==> src/hdl/pbc_defs.svh <==
// Offsets, field positions, reset values and codes of the power budget capability registers
`ifndef PBC_DEFS_SVH
`define PBC_DEFS_SVH

`define PBC_ADDR_W 12
`define PBC_DATA_W 32
`define PBC_STRB_W 4

`define PBC_HDR_OFS 12'h280
`define PBC_SEL_OFS 12'h284
`define PBC_OUT_OFS 12'h288
`define PBC_CTL_OFS 12'h290
`define PBC_ENTRY_FIRST 12'h300
`define PBC_ENTRY_LAST 12'h31c

`define PBC_TYPE_LSB 0
`define PBC_TYPE_MSB 15
`define PBC_VER_LSB 16
`define PBC_VER_MSB 19
`define PBC_LINK_LSB 20
`define PBC_LINK_MSB 31

`define PBC_TYPE_IN_USE 16'h0004
`define PBC_VER_IN_USE 4'h1

`define PBC_HDR_RESET 32'h0000_0000
`define PBC_SEL_RESET 8'h00
`define PBC_UNLOCK_RESET 1'b0
`define PBC_UNLOCK_BIT 0

`define PBC_SEL_W 8
`define PBC_SEL_MAX 8'h07
`define PBC_ENTRY_NUM 8
`define PBC_ENTRY_AW 3
`define PBC_ENTRY_IDX_LSB 2

`define PBC_RESP_OKAY 2'b00
`define PBC_RESP_SLVERR 2'b10

`endif

==> src/hdl/pbc_pkg.sv <==
// Types shared by the power budget capability register block
package pbc_pkg;

  typedef struct packed {
    logic [11:0] chainLinkOffset;
    logic [3:0] structureVersion;
    logic [15:0] structureTypeCode;
  } pbc_header_type;

  typedef enum logic [2:0] {
    T_HDR,
    T_SEL,
    T_OUT,
    T_CTL,
    T_ENTRY,
    T_NONE
  } pbc_target_type;

  typedef enum {
    RD_IDLE,
    RD_FETCH,
    RD_RESP
  } pbc_rstate_type;

endpackage

==> src/hdl/pbc_regs.sv <==
// AXI4-Lite register block of the power budget capability
//
// The AXI4-Lite interface to the registers is this design's own decision.
`timescale 1ns/1ns
`include "pbc_defs.svh"
module pbc_regs (
  input wire logic sys_clk,
  input wire logic rst_n,
  input wire logic ce,
  input wire logic [`PBC_ADDR_W-1:0] s_axi_awaddr,
  input wire logic s_axi_awvalid,
  output logic s_axi_awready,
  input wire logic [`PBC_DATA_W-1:0] s_axi_wdata,
  input wire logic [`PBC_STRB_W-1:0] s_axi_wstrb,
  input wire logic s_axi_wvalid,
  output logic s_axi_wready,
  output logic [1:0] s_axi_bresp,
  output logic s_axi_bvalid,
  input wire logic s_axi_bready,
  input wire logic [`PBC_ADDR_W-1:0] s_axi_araddr,
  input wire logic s_axi_arvalid,
  output logic s_axi_arready,
  output logic [`PBC_DATA_W-1:0] s_axi_rdata,
  output logic [1:0] s_axi_rresp,
  output logic s_axi_rvalid,
  input wire logic s_axi_rready
);

  function automatic pbc_pkg::pbc_target_type decodeAddr(input logic [`PBC_ADDR_W-1:0] addr);
    pbc_pkg::pbc_target_type t;
    t = pbc_pkg::T_NONE;
    if (addr == `PBC_HDR_OFS) t = pbc_pkg::T_HDR;
    else if (addr == `PBC_SEL_OFS) t = pbc_pkg::T_SEL;
    else if (addr == `PBC_OUT_OFS) t = pbc_pkg::T_OUT;
    else if (addr == `PBC_CTL_OFS) t = pbc_pkg::T_CTL;
    else if (addr >= `PBC_ENTRY_FIRST && addr <= `PBC_ENTRY_LAST && addr[1:0] == 2'b00) t = pbc_pkg::T_ENTRY;
    return t;
  endfunction

  function automatic logic [`PBC_DATA_W-1:0] mergeStrb(input logic [`PBC_DATA_W-1:0] old,
                                                       input logic [`PBC_DATA_W-1:0] data,
                                                       input logic [`PBC_STRB_W-1:0] strb);
    logic [`PBC_DATA_W-1:0] res;
    res = old;
    for (int b = 0; b < `PBC_STRB_W; b++) begin
      if (strb[b]) res[8*b +: 8] = data[8*b +: 8];
    end
    return res;
  endfunction

  pbc_pkg::pbc_header_type header;
  logic [`PBC_SEL_W-1:0] budgetEntryIndex;
  logic budgetValueUnlock;

  logic awHeld;
  logic [`PBC_ADDR_W-1:0] awAddr;
  logic wHeld;
  logic [`PBC_DATA_W-1:0] wData;
  logic [`PBC_STRB_W-1:0] wStrb;

  pbc_pkg::pbc_rstate_type rdState;
  pbc_pkg::pbc_target_type rdTarget;
  logic rdSelOut;
  logic [`PBC_DATA_W-1:0] memRdData;

  // Write channel decode
  wire awHs = s_axi_awvalid & s_axi_awready;
  wire wHs = s_axi_wvalid & s_axi_wready;
  wire bHs = s_axi_bvalid & s_axi_bready;
  wire doWrite = ce & awHeld & wHeld & ~s_axi_bvalid;
  wire pbc_pkg::pbc_target_type wrTarget = decodeAddr(awAddr);
  wire hdrWrite = doWrite && wrTarget == pbc_pkg::T_HDR && budgetValueUnlock;
  wire selWrite = doWrite && wrTarget == pbc_pkg::T_SEL;
  wire ctlWrite = doWrite && wrTarget == pbc_pkg::T_CTL;
  wire memWrEn = doWrite && wrTarget == pbc_pkg::T_ENTRY && budgetValueUnlock;
  wire [`PBC_DATA_W-1:0] next_header = mergeStrb(header, wData, wStrb);
  wire [`PBC_DATA_W-1:0] next_sel32 = mergeStrb({24'h00_0000, budgetEntryIndex}, wData, wStrb);
  wire [`PBC_DATA_W-1:0] next_ctl32 = mergeStrb({31'h0000_0000, budgetValueUnlock}, wData, wStrb);
  wire [1:0] next_bresp = (wrTarget == pbc_pkg::T_NONE) ? `PBC_RESP_SLVERR : `PBC_RESP_OKAY;

  // Read channel decode
  wire arHs = s_axi_arvalid & s_axi_arready;
  wire pbc_pkg::pbc_target_type arTarget = decodeAddr(s_axi_araddr);
  wire [`PBC_ENTRY_AW-1:0] memRdAddr = (arTarget == pbc_pkg::T_OUT) ?
    budgetEntryIndex[`PBC_ENTRY_AW-1:0] : s_axi_araddr[`PBC_ENTRY_IDX_LSB +: `PBC_ENTRY_AW];
  wire memRdEn = arHs && (arTarget == pbc_pkg::T_OUT || arTarget == pbc_pkg::T_ENTRY);
  wire [`PBC_DATA_W-1:0] readoutValue = rdSelOut ? 32'h0000_0000 : memRdData;
  wire [`PBC_DATA_W-1:0] readMux =
    (rdTarget == pbc_pkg::T_HDR) ? header :
    (rdTarget == pbc_pkg::T_SEL) ? {24'h00_0000, budgetEntryIndex} :
    (rdTarget == pbc_pkg::T_OUT) ? readoutValue :
    (rdTarget == pbc_pkg::T_CTL) ? {31'h0000_0000, budgetValueUnlock} :
    (rdTarget == pbc_pkg::T_ENTRY) ? memRdData : 32'h0000_0000;
  wire [1:0] next_rresp = (rdTarget == pbc_pkg::T_NONE) ? `PBC_RESP_SLVERR : `PBC_RESP_OKAY;

  pbc_entry_mem u_entries (
    .sys_clk(sys_clk),
    .rst_n(rst_n),
    .ce(ce),
    .wrEn(memWrEn),
    .wrAddr(awAddr[`PBC_ENTRY_IDX_LSB +: `PBC_ENTRY_AW]),
    .wrStrb(wStrb),
    .wrData(wData),
    .rdEn(memRdEn),
    .rdAddr(memRdAddr),
    .rdData(memRdData)
  );

  // Header, select and unlock registers; readout has no storage, so writes to it vanish
  always_ff @(posedge sys_clk or negedge rst_n) begin
    if (!rst_n) begin
      header <= `PBC_HDR_RESET;
      budgetEntryIndex <= `PBC_SEL_RESET;
      budgetValueUnlock <= `PBC_UNLOCK_RESET;
    end else begin
      if (hdrWrite) header <= next_header;
      if (selWrite) budgetEntryIndex <= next_sel32[`PBC_SEL_W-1:0];
      if (ctlWrite) budgetValueUnlock <= next_ctl32[`PBC_UNLOCK_BIT];
    end
  end

  // Write address and data are taken in either order, then answered together
  always_ff @(posedge sys_clk or negedge rst_n) begin
    if (!rst_n) begin
      awHeld <= 1'b0;
      awAddr <= 12'h000;
      wHeld <= 1'b0;
      wData <= 32'h0000_0000;
      wStrb <= 4'h0;
      s_axi_awready <= 1'b1;
      s_axi_wready <= 1'b1;
      s_axi_bvalid <= 1'b0;
      s_axi_bresp <= `PBC_RESP_OKAY;
    end else if (ce) begin
      if (awHs) begin
        awHeld <= 1'b1;
        awAddr <= s_axi_awaddr;
        s_axi_awready <= 1'b0;
      end else if (doWrite) begin
        awHeld <= 1'b0;
      end
      if (wHs) begin
        wHeld <= 1'b1;
        wData <= s_axi_wdata;
        wStrb <= s_axi_wstrb;
        s_axi_wready <= 1'b0;
      end else if (doWrite) begin
        wHeld <= 1'b0;
      end
      if (doWrite) begin
        s_axi_bvalid <= 1'b1;
        s_axi_bresp <= next_bresp;
      end else if (bHs) begin
        s_axi_bvalid <= 1'b0;
        s_axi_awready <= 1'b1;
        s_axi_wready <= 1'b1;
      end
    end
  end

  // Read: accept, fetch one cycle for the entry store, then present
  always_ff @(posedge sys_clk or negedge rst_n) begin
    if (!rst_n) begin
      rdState <= pbc_pkg::RD_IDLE;
      rdTarget <= pbc_pkg::T_NONE;
      rdSelOut <= 1'b0;
      s_axi_arready <= 1'b1;
      s_axi_rvalid <= 1'b0;
      s_axi_rdata <= 32'h0000_0000;
      s_axi_rresp <= `PBC_RESP_OKAY;
    end else if (ce) begin
      case (rdState)
        pbc_pkg::RD_IDLE: begin
          if (arHs) begin
            rdTarget <= arTarget;
            rdSelOut <= budgetEntryIndex > `PBC_SEL_MAX;
            s_axi_arready <= 1'b0;
            rdState <= pbc_pkg::RD_FETCH;
          end
        end
        pbc_pkg::RD_FETCH: begin
          s_axi_rdata <= readMux;
          s_axi_rresp <= next_rresp;
          s_axi_rvalid <= 1'b1;
          rdState <= pbc_pkg::RD_RESP;
        end
        default: begin
          if (s_axi_rready) begin
            s_axi_rvalid <= 1'b0;
            s_axi_arready <= 1'b1;
            rdState <= pbc_pkg::RD_IDLE;
          end
        end
      endcase
    end
  end

  wire fetchNow = ce && rdState == pbc_pkg::RD_FETCH;
endmodule // pbc_regs

==> src/hdl/pbc_entry_mem.sv <==
// Eight power budget value entries with byte-lane writes and registered read data
`timescale 1ns/1ns
`include "pbc_defs.svh"
module pbc_entry_mem (
  input wire logic sys_clk,
  input wire logic rst_n,
  input wire logic ce,
  input wire logic wrEn,
  input wire logic [`PBC_ENTRY_AW-1:0] wrAddr,
  input wire logic [`PBC_STRB_W-1:0] wrStrb,
  input wire logic [`PBC_DATA_W-1:0] wrData,
  input wire logic rdEn,
  input wire logic [`PBC_ENTRY_AW-1:0] rdAddr,
  output logic [`PBC_DATA_W-1:0] rdData
);
  logic [`PBC_DATA_W-1:0] budgetValueEntry [`PBC_ENTRY_NUM];

  always_ff @(posedge sys_clk or negedge rst_n) begin
    if (!rst_n) begin
      for (int i = 0; i < `PBC_ENTRY_NUM; i++) begin
        budgetValueEntry[i] <= 32'h0000_0000;
      end
    end else if (ce && wrEn) begin
      for (int b = 0; b < `PBC_STRB_W; b++) begin
        if (wrStrb[b]) budgetValueEntry[wrAddr][8*b +: 8] <= wrData[8*b +: 8];
      end
    end
  end

  // Read sees the contents before a write in the same cycle
  always_ff @(posedge sys_clk or negedge rst_n) begin
    if (!rst_n) rdData <= 32'h0000_0000;
    else if (ce && rdEn) rdData <= budgetValueEntry[rdAddr];
  end
endmodule // pbc_entry_mem

==> config.mk <==
export PLATFORM = sky130hd
export DESIGN_NAME = pbc_regs
export DESIGN_NICKNAME = d
export VERILOG_FILES = /design/src/hdl/pbc_pkg.sv /design/src/hdl/pbc_regs.sv /design/src/hdl/pbc_entry_mem.sv
export VERILOG_INCLUDE_DIRS = /design/src /design/src/hdl
export SDC_FILE = /design/constraint.sdc
export NUM_CORES = 1
export LEC_CHECK = 0
export ABC_AREA = 1
export BUFFER_PORTS_ARGS = -buffer_cell sky130_fd_sc_hd__buf_2
export CORE_ASPECT_RATIO = 1.1
export CORE_MARGIN = 2
export CORE_UTILIZATION = 57
export DETAILED_ROUTE_END_ITERATION = 10
export GPL_ROUTABILITY_DRIVEN = 0
export GPL_TIMING_DRIVEN = 0
export HOLD_SLACK_MARGIN = 0.15
export PLACE_DENSITY_LB_ADDON = 0.08
export REMOVE_ABC_BUFFERS = 1
export SLEW_MARGIN = 25
export SYNTH_ARGS = -nofsm -noshare
export SYNTH_HDL_FRONTEND = slang
export SYNTH_SLANG_ARGS = --single-unit
==> constraint.sdc <==
create_clock -name sys_clk -period 2.6 [get_ports sys_clk]
set_input_delay 0.52 -clock sys_clk [delete_from_list [all_inputs] [get_ports sys_clk]]
set_output_delay 0.52 -clock sys_clk [all_outputs]
set_load 0.005 [all_outputs]
## Word level (Yosys, flattened, before mapping)

Cells that the tools add are included.

| operators by class | value |
|---|---|
| div/mod/pow operators | 0 |
| shifts and indexed selects | 0 |
| equal/unequal tests | 21 |
| multiply operators | 0 |
| bitwise operators | 12 |
| multiplexer cells | 60 |
| $add $sub $neg | 0 |
| magnitude comparators | 8 |
| reductions and logical operators | 43 |

Operator list:

| cell | number |
|---|---|
| 256-bit two-way mux | 7 |
| 256-bit bitwise mux | 4 |
| 32-bit demux with 3-bit select | 4 |
| 32-bit two-way mux | 11 |
| 32-bit binary-select mux with 3-bit select | 1 |
| 12-bit by 10-bit == test with 1-bit output (second input constant) | 8 |
| 32-bit case mux with 2 select lines | 1 |
| 32-bit by 1-bit == test with 1-bit output (second input constant) | 1 |
| 32-bit zero test | 1 |
| 3-bit two-way mux | 9 |
| 2-bit AND reduction | 13 |
| 12-bit by 10-bit greater-or-equal comparator with 1-bit output (second input constant) | 2 |
| 12-bit by 10-bit less-or-equal comparator with 1-bit output (second input constant) | 2 |
| 24-bit two-way mux | 1 |
| 1-bit two-way mux | 16 |
| 16-bit two-way mux | 1 |
| 3-bit == test (second input constant) | 5 |
| 1-bit logical AND | 14 |
| 3-bit by 2-bit == test with 1-bit output (second input constant) | 4 |
| 2-bit nonzero test | 5 |
| 3-bit AND reduction | 3 |
| 4-bit greater-or-equal comparator (second input constant) | 2 |
| 8-bit by 3-bit > comparator with 1-bit output (second input constant) | 1 |
| 8-bit two-way mux | 1 |
| 13 further kinds | 27 |

| word-level totals | value |
|---|---|
| register bits | 456 |
| bits in latches | 0 |
| ROM bits | 0 |
| bits in writable memories | 0 |
| word-level logic and storage cells | 176 |
| memories kept | 0 |
| input port bits | 68 |
| output and inout bits | 41 |

## Depth between registers and ports, before layout

Gate-level depths: netlist of run 1.

| depth | value |
|---|---|
| depth in word-level cells | 21 |
| depth in mapped cells | 13 |
| mapped depth without buffers | 12 |

## Modules after synthesis

A second synthesis of run 1 with hierarchy kept.

| unflattened totals | value |
|---|---|
| cells, all modules | 2453 |
| area total of the unflattened synthesis | 19586.3 um^2 |

By module, submodules not included:

| module | cells an instance | instances | sequential area each (um^2) | area an instance (um^2) |
|---|---|---|---|---|
| pbc_entry_mem | 1770 | 1 | 7206.9 | 13391.6 |
| pbc_regs | 683 | 1 | 3409.5 | 6194.7 |

## Worst setup path after synthesis of run 1

OpenSTA, ideal clock, no wires.

| timing | value |
|---|---|
| path kind | input to register |
| from | input s_axi_araddr[6] |
| to | register u_entries.rdData[3] |
| data required time | 2.482 ns |
| stages on the path | 12 |
| arrival | 1.854 ns |
| path buffers | 2 |
| library setup time | 0.118 ns |
| path slack | 0.628 ns |
| path through | inv_1 > nand2_1 > nor2_1 > nand3_1 > nand2_1 > buf_2 > buf_2 > nand2_1 > nand3_1 > nand3_1 > nand3_1 > nand2_1 |

| between the ends | value |
|---|---|
| longest elaborated chain between the ends | 14 |
| elaborated cells on any way between the ends | 23 |
| classes of those cells | order compare (2); eq/ne (6); mux (9); bitwise (1); reduce/logical (5) |

RTL lines:

| item | RTL line | text |
|---|---|---|
| from (decl) | pbc_regs.sv:20 | `` input wire logic [`PBC_ADDR_W-1:0] s_axi_araddr, `` |
| 12-bit by 10-bit greater-or-equal comparator with 1-bit output (no line) or 12-bit by 10-bit less-or-equal comparator with 1-bit output (tied branches) | n/a |  |
| 1-bit logical AND (no line) | n/a |  |
| 1-bit logical AND | pbc_regs.sv:36 | `` else if (addr >= `PBC_ENTRY_FIRST && addr <= `PBC_ENTRY_LAST && addr[1:0] == 2'b00) t = pbc_pkg::T_ENTRY; `` |
| 1-bit two-way mux | pbc_regs.sv:36 |  |
| 3-bit two-way mux | pbc_regs.sv:35 | `` else if (addr == `PBC_CTL_OFS) t = pbc_pkg::T_CTL; `` |
| 3-bit two-way mux | pbc_regs.sv:34 | `` else if (addr == `PBC_OUT_OFS) t = pbc_pkg::T_OUT; `` |
| 3-bit two-way mux | pbc_regs.sv:33 | `` else if (addr == `PBC_SEL_OFS) t = pbc_pkg::T_SEL; `` |
| 3-bit two-way mux (*) | pbc_regs.sv:32 | `` if (addr == `PBC_HDR_OFS) t = pbc_pkg::T_HDR; `` |
| 3-bit by 2-bit == test with 1-bit output | pbc_regs.sv:84, pbc_regs.sv:86 |  |
| 3-bit two-way mux | pbc_regs.sv:84 | `` wire [`PBC_ENTRY_AW-1:0] memRdAddr = (arTarget == pbc_pkg::T_OUT) ? `` |
| 3-bit NOT with 4-bit output (not written as such) | pbc_entry_mem.sv:33 | `else if (ce && rdEn) rdData <= budgetValueEntry[rdAddr];` |
| 32-bit binary-select mux with 3-bit select | pbc_entry_mem.sv:33 |  |
| 32-bit two-way mux (not written as such) (2 in series) | pbc_entry_mem.sv:33 |  |
| to (signal assigned) | pbc_entry_mem.sv:33 |  |
| to (decl) | pbc_entry_mem.sv:14 | `` output logic [`PBC_DATA_W-1:0] rdData `` |

Mark *: on every way between the ends. The rest lies on a longest branch, timed or not. The select of a mux whose other input is x is not followed.
A chain may end at the register's enable or synchronous reset.

## Worst setup path after layout of run 1

| timing | value |
|---|---|
| from | register s_axi_bvalid |
| to | register header[29] (netlist bit) |

| between the ends | value |
|---|---|
| longest elaborated chain between the ends | 5 |

RTL lines:

| item | RTL line | text |
|---|---|---|
| from (decl) | pbc_regs.sv:18 | `output logic s_axi_bvalid,` |
| from (signal assigned) | pbc_regs.sv:132 | `s_axi_bvalid <= 1'b0;` |
| from (signal assigned) | pbc_regs.sv:151 | `s_axi_bvalid <= 1'b1;` |
| from (signal assigned) | pbc_regs.sv:154 | `s_axi_bvalid <= 1'b0;` |
| 1-bit NOT | pbc_regs.sv:70 | `wire doWrite = ce & awHeld & wHeld & ~s_axi_bvalid;` |
| 1-bit bitwise AND | pbc_regs.sv:70 |  |
| 1-bit logical AND (2 in series) | pbc_regs.sv:72 | `wire hdrWrite = doWrite && wrTarget == pbc_pkg::T_HDR && budgetValueUnlock;` |
| 2-bit AND reduction (no line) | n/a |  |
| to (signal assigned) | pbc_regs.sv:112 | `` header <= `PBC_HDR_RESET; `` |
| to (signal assigned) | pbc_regs.sv:116 | `if (hdrWrite) header <= next_header;` |
| to (decl) | pbc_regs.sv:51 | `pbc_pkg::pbc_header_type header;` |

Every way passes these cells.

==> results.cfg, run 1 <==
[final_layout]
drive_gt1_share_pct = 13.76
fin_nets = 2753
area_delta_synth_final_pct = 15.29
final_area_mm2 = 0.02478
n_antenna_cell = 0
fillCellCount = 3074
fin_util_pct = 66.75

[clocking]
htree_levels = 2
cts-root-buf = clkbuf_16
cts_buffer_depth = 3
cts.sinks = 424
cts.clk_slew.worst_paths_ps = 60
cts_buffers = 46
cts_tree = done
clk_latency_ps = 590

[floorplanning]
die-area_mm2 = 0.03928
die_w_um = 189.2
initial_core_util_pct = 57.90
core_mm2 = 0.03713
io_pins = 109
row_count = 74
dieHeight_um = 207.7

[sta]
rsz0062_at_grt = yes
report.final.slew_viol_count = 0
hold_violations = 0
tightest_slew_ps = 835.7
slew_headroom_pct = 44.20
skew_ps = 14.31
worst_slack_ps = 41.36
setup_viol = 0
fin_hold_ws_ps = 164.1
fmax_ghz = 0.3908
period_share_pct = 98.41
fin_crit_ps = 2559

[drt]
routed_wl_mm = 61.99
wl_per_cell_um = 19.30
avgViaCountPerCell = 5.935
final_antenna_net_count = 0
drc = 0
drt_iter0_drc = 2047
drtPass1Iterations = 5
vias = 19064

[power_and_ir_drop]
clockPowerShare_pct = 35.2
switching_share_pct = 36.00
switchingPower_mw = 7.003
p_int_mw = 12.45
power_frac_comb_pct = 21.3
seqPwrFrac_pct = 43.5
power_mw = 19.45
power.leakage_nw = 12.54
cellPowerDensity_mw_per_mm2 = 784.9
worst_ir_drop_vdd_v = 0.0006447

[global_route]
grt_pass1_vias = 18390
use_met2_pct = 51.12
use_met3_pct = 4.920
grt_pass1_wl_mm = 99.19
busiest_layer = met2
antenna_found_initial = 0
overflow = 0
grt_max_degree = 88
grtUsageTotal_pct = 31.60
met1_usage_pct = 42.88

[synth]
synth_cells = 2668
synth_area_leaders = dfrtp_1, nand2_1, nand3_1
synth_cell_types = 37
synth_top_area_cell = dfrtp_1
yosysSeqAreaShare_pct = 49.39
synth_seq_cells = 424
yosysWarnings = 0
syn_avg_cell_area_um2 = 8.057
synth_top_area_share_pct = 48.78
netlist_area_mm2 = 0.02150

[worst_setup_path]
path_cells = inv_1 -> nand4_1 -> nor3_2 -> nand3_1 -> mux2_2
critPathCaptureType = flop
arrival_ps = 3020
slowest_stage = nand3_1
max_stage_delay_ps = 650
cp.required_ps = 3060
startpoint_type = flop
crit_type = flop to flop
worstPathMaxFanout = 8

[run]
max_cap_violations = 0

[place]
dpl_cell_area_mm2 = 0.02269
dp_slack_ps = -1401
dp.final_hpwl_mm = 36.82
port_buffers = 106

[hold_path]
hold_path.class = input pin to flop

[status]
status = finished clean
## synthesized netlist by cell type
cell	count
nor3_1	5
buf_2	13
buf_8	2
o31ai_1	2
inv_1	313
buf_12	1
buf_1	27
dfstp_2	5
clkbuf_1	136
nand3_4	24
o221ai_1	1
nor2_1	58
inv_2	4
a221oi_1	7
a211oi_1	1
nand2_1	805
nor2_8	2
nand2_4	1
mux2_2	48
nor4_1	4
a32oi_1	24
nand3b_1	1
o41ai_1	1
nand3_1	370
nand4_1	261
o21ai_1	1
buf_6	15
nand3_2	5
nor3_2	5
a31oi_1	1
o21ai_0	62
a21oi_1	23
conb_1	1
inv_4	1
buf_4	18
nand2_2	1
dfrtp_1	419
## placed cells by master (no fill, tap or decap), types with 3 or more instances in the layout
cell,n
buf_6,9
bufinv_16,4
nand4_1,261
a32oi_1,24
nand3_2,5
nor2_4,8
buf_2,105
nand2_4,7
dfrtp_4,5
clkinv_2,3
nor4_1,4
buf_4,21
nor2_1,50
nor3_4,4
o21ai_0,62
buf_8,4
clkbuf_1,14
clkbuf_16,50
buf_12,8
dfstp_2,5
clkbuf_8,11
a21oi_1,23
inv_1,311
inv_4,3
nor2_2,3
mux2_2,48
nor3_1,4
a221oi_1,7
dfrtp_1,412
nand3_4,29
nand3_1,365
bufbuf_16,4
buf_16,23
nand2_1,797
## cells by family after synthesis
family                 after synthesis  share of synthesized area (%)
flip-flops                         424                          49.39
AO/OA/AOI/OAI                      123                          3.481
multiplexers                        48                          2.515
other                                1                        0.01745
buffers and inverters              530                          10.36
AND/OR/NAND/NOR                   1542                          34.24
## registers in the layout (all words and copies together), names as in the netlist, 2 cells and up
register,cells
rdTarget,3
awAddr,12
rdState,2
budgetEntryIndex,8
wData,32
wStrb,4
header,32
u_entries.rdData,32
u_entries.budgetValueEntry,256
s_axi_rdata,32
## metrics by stage
stage,setup TNS [ps],std cells
floorplan,-482140,2457
global placement,-4300120,3057
detailed placement,-262210,3100
CTS,0,3200
global route,-2047,3212
finish,0,3212
## power groups by stage
stage / Sequential (mW) / Combinational, mW / Clock (mW)
floorplan: 8.35 / 1.59 / 0
global placement: 8.99 / 2.68 / 0
global route: 8.54 / 4.43 / 7.15
detailed placement: 8.56 / 3.91 / 0
finish: 8.47 / 4.14 / 6.84
CTS: 8.43 / 4.06 / 6.91
## critical path, delay by kind of cell (launching register included)
kind,cells,cell delay (ps)
and+or+nand+nor,3,1460
DFF,1,390
buffers and inverters,1,80
muxes,1,500
## layout make-up
type	count	area, um2	area share [%]
Clock inverter	7	135.1	0.5453
Sequential cell	424	10640	42.93
Clock buffer	74	1430	5.771
Timing Repair Buffer	176	1803	7.276
Multi-Input combinational cell	1719	8922	36.00
Tap cell	494	618.1	2.494
Inverter	318	1235	4.983
## path summary, 6_finish.rpt
kind                                                start                             end  slack, ps  cells past startpoint
hold / removal                            s_axi_wdata[27]                       wData[27]        160                      2
hold reg to reg            u_entries.budgetValueEntry[29]  u_entries.budgetValueEntry[29]        470                      2
setup reg to reg                             s_axi_bvalid                      header[29]         40                      5
setup / recovery                             s_axi_bvalid                      header[29]         40                      5
min in group asynchronous                           rst_n                        wData[8]        420                      2
max in group asynchronous                           rst_n                        wStrb[2]        960                      4
## repair_timing
action | 4_1_cts | 5_1_grt
gates resized for setup | 25 | 10
endpoints found under the setup margin | 288 | 172
hold endpoints to repair | 37 | 0
hold buffers | 1 | 0
cloned | 7 | 2
buffers inserted | 11 | 10
pin swaps | 3 | 5
## per-layer routing
layer | vias up | part of all wire, % | wire [um]
met3 | 162 | 7.5 | 4665
met4 | 0 | 3.5 | 2160
met5 | - | 0 | 0
met2 | 819 | 48 | 29520
li1 | 8838 | - | -
met1 | 9245 | 41 | 25650
(Power assumes the default switching activity.)
==> run 2, diff against run 1 <==
--- a/config.mk
+++ b/config.mk
@@ -8,7 +8,7 @@
 export LEC_CHECK = 0
 export ABC_AREA = 1
 export BUFFER_PORTS_ARGS = -buffer_cell sky130_fd_sc_hd__buf_2
-export CORE_ASPECT_RATIO = 1.1
+export CORE_ASPECT_RATIO = 1.2
 export CORE_MARGIN = 2
 export CORE_UTILIZATION = 57
 export DETAILED_ROUTE_END_ITERATION = 10
@@ -16,6 +16,7 @@
 export GPL_TIMING_DRIVEN = 0
 export HOLD_SLACK_MARGIN = 0.15
 export PLACE_DENSITY_LB_ADDON = 0.08
+export RECOVER_POWER = 100
 export REMOVE_ABC_BUFFERS = 1
 export SLEW_MARGIN = 25
 export SYNTH_ARGS = -nofsm -noshare
==> run 2 against run 1 <==
Effect of this change: non-clock buffer count up 8; setup slack better by 19 ps; combinational power rose by 4%; critical path type unchanged; largest power group unchanged.
==> results.cfg, run 2 (same netlist as run 1, synthesis figures left out) <==
[clocking]
cts.clk_slew.worst_paths_ps = 60
cts_tree = done
cts.sinks = 424
cts_buffer_depth = 3
clk_latency_ps = 570
cts_buffers = 45
htree_levels = 2
cts-root-buf = clkbuf_16

[worst_setup_path]
crit_top_cell = buf_16
critPathCaptureType = flop
timing.rr.start = s_axi_bvalid
slowest_stage = dfrtp_1
crit_type = flop to flop
startpoint_type = flop
cp.required_ps = 3060
reg2reg_slack_ps = 60
reg2reg_depth = 13
path_cells = inv_1 -> nand4_1 -> nor2_1 -> nand2_4 -> nor2_8 -> buf_12 -> buf_16 -> buf_16 -> buf_16 -> buf_16 -> nand3_4 -> nand2_1 -> nand2_1
crit_buf_inv = 6
reg2reg_to = u_entries.budgetValueEntry[78]
arrival_ps = 3000
worstPathMaxFanout = 9
crit_family = simple AND/OR/NAND/NOR gates
max_stage_delay_ps = 400

[final_layout]
largest_reg_flops = 256
final_cell_mix = nand2_1, dfrtp_1, nand3_1, inv_1, nand4_1
final_common_cell = nand2_1
multiInputGateArea_mm2 = 0.008897
regMostFlops = u_entries.budgetValueEntry
fillCellCount = 3051
drive_gt1_share_pct = 13.91
n_antenna_cell = 0
area_delta_synth_final_pct = 15.42
fin_nets = 2758
regArea_mm2 = 0.01063
fin_cells = 3198

[run]
max_cap_violations = 0

[hold_path]
hold_path.class = input pin to flop
min_to = awAddr[3]
hold_depth = 2
min_from = s_axi_awaddr[3]

[sta]
tightest_slew_ps = 1223
fin_hold_ws_ps = 174.3
rsz0062_at_grt = yes
report.final.slew_viol_count = 0
hold_violations = 0
slew_headroom_pct = 18.47
period_share_pct = 97.68
fin_crit_ps = 2540
setup_viol = 0
fmax_ghz = 0.3938
skew_ps = 19.02

[power_and_ir_drop]
cellPowerDensity_mw_per_mm2 = 783.0
worst_ir_drop_vdd_v = 0.0007429
power.leakage_nw = 12.50

[global_route]
grtUsageTotal_pct = 32.09
grt_max_degree = 91
grt_pass1_vias = 18370
grt_pass1_wl_mm = 100.0
antenna_found_initial = 0
overflow = 0

[floorplanning]
dieHeight_um = 216.7
initial_core_util_pct = 58.10
die-area_mm2 = 0.03929
io_pins = 109
row_count = 77
die_w_um = 181.3
core_mm2 = 0.03700

[place]
dp.final_hpwl_mm = 37.48
port_buffers = 106
dp.cells = 3083

[drt]
routed_wl_mm = 63.13
drtPass1Iterations = 6
avgViaCountPerCell = 5.937
drt_iter0_drc = 2000
wl_per_cell_um = 19.74
vias = 18987
final_antenna_net_count = 0
drc = 0

[status]
status = finished clean
## run 2: worst max-delay path by stage
| stage | startpoint | to | slack (ps) | cells past startpoint |
|---|---|---|---|---|
| 4_1_cts | s_axi_bvalid | u_entries.budgetValueEntry[157] | 3 | 12 |
| 3_5_place_dp | awAddr[3] | u_entries.budgetValueEntry[78] | -1690 | 14 |
| 3_3_place_gp | rst_n | wData[17] | -7550 | 1 |
| 2_1_floorplan | s_axi_araddr[9] | u_entries.rdData[0] | -2810 | 11 |
| 5_1_grt | s_axi_bvalid | u_entries.budgetValueEntry[207] | -40 | 13 |
| 6_report | s_axi_bvalid | u_entries.budgetValueEntry[78] | 60 | 13 |
## run 2: what timing repair did
| action | CTS | global route |
|---|---|---|
| setup buffers | 13 | 9 |
| resized for setup | 25 | 16 |
| endpoints found under the setup margin | 294 | 219 |
| hold endpoints to repair | 84 | 0 |
| pin swaps | 3 | 5 |
| cloned | 8 | 3 |
| hold buffers | 1 | 0 |
## run 2: where the power goes
part | internal, mW | switching, mW
sequential | 7.12 | 1.35
clock | 3.93 | 2.74
combinational | 1.26 | 3.02
## run 2: area by class of cell
class / instances / area share [%]
Inverter: 318 / 4.927
Tap cell: 474 / 2.390
Clock buffer: 63 / 5.467
Timing Repair Buffer: 184 / 7.792
Multi-Input combinational cell: 1717 / 35.86
Sequential cell: 424 / 42.86
Clock inverter: 18 / 0.7010
## run 2: routing by layer
| layer | vias to the layer above | routed length [um] | track usage [%] |
|---|---|---|---|
| met5 | - | 0 | 0 |
| met4 | 0 | 2272 | 12.74 |
| met3 | 161 | 4653 | 4.936 |
| met2 | 836 | 31010 | 54.07 |
| met1 | 9159 | 25200 | 41.87 |
| li1 | 8831 | - | - |
## run 2: metrics by stage
stage | setup TNS [ps] | worst slack [ps] | power, mW | instance area [um2] | util, %
6_report | 0 | 60.37 | 19.43 | 24810 | 67.06
5_1_grt | -1536 | -43.83 | 20.09 | 24810 | 67.06
4_1_cts | 0 | 2.869 | 19.36 | 24690 | 66.73
3_5_place_dp | -286170 | -1688 | 12.59 | 22710 | 61.40
3_3_place_gp | -4338220 | -7551 | 11.71 | 21590 | 58.36
2_1_floorplan | -482140 | -2809 | 9.943 | 20470 | -
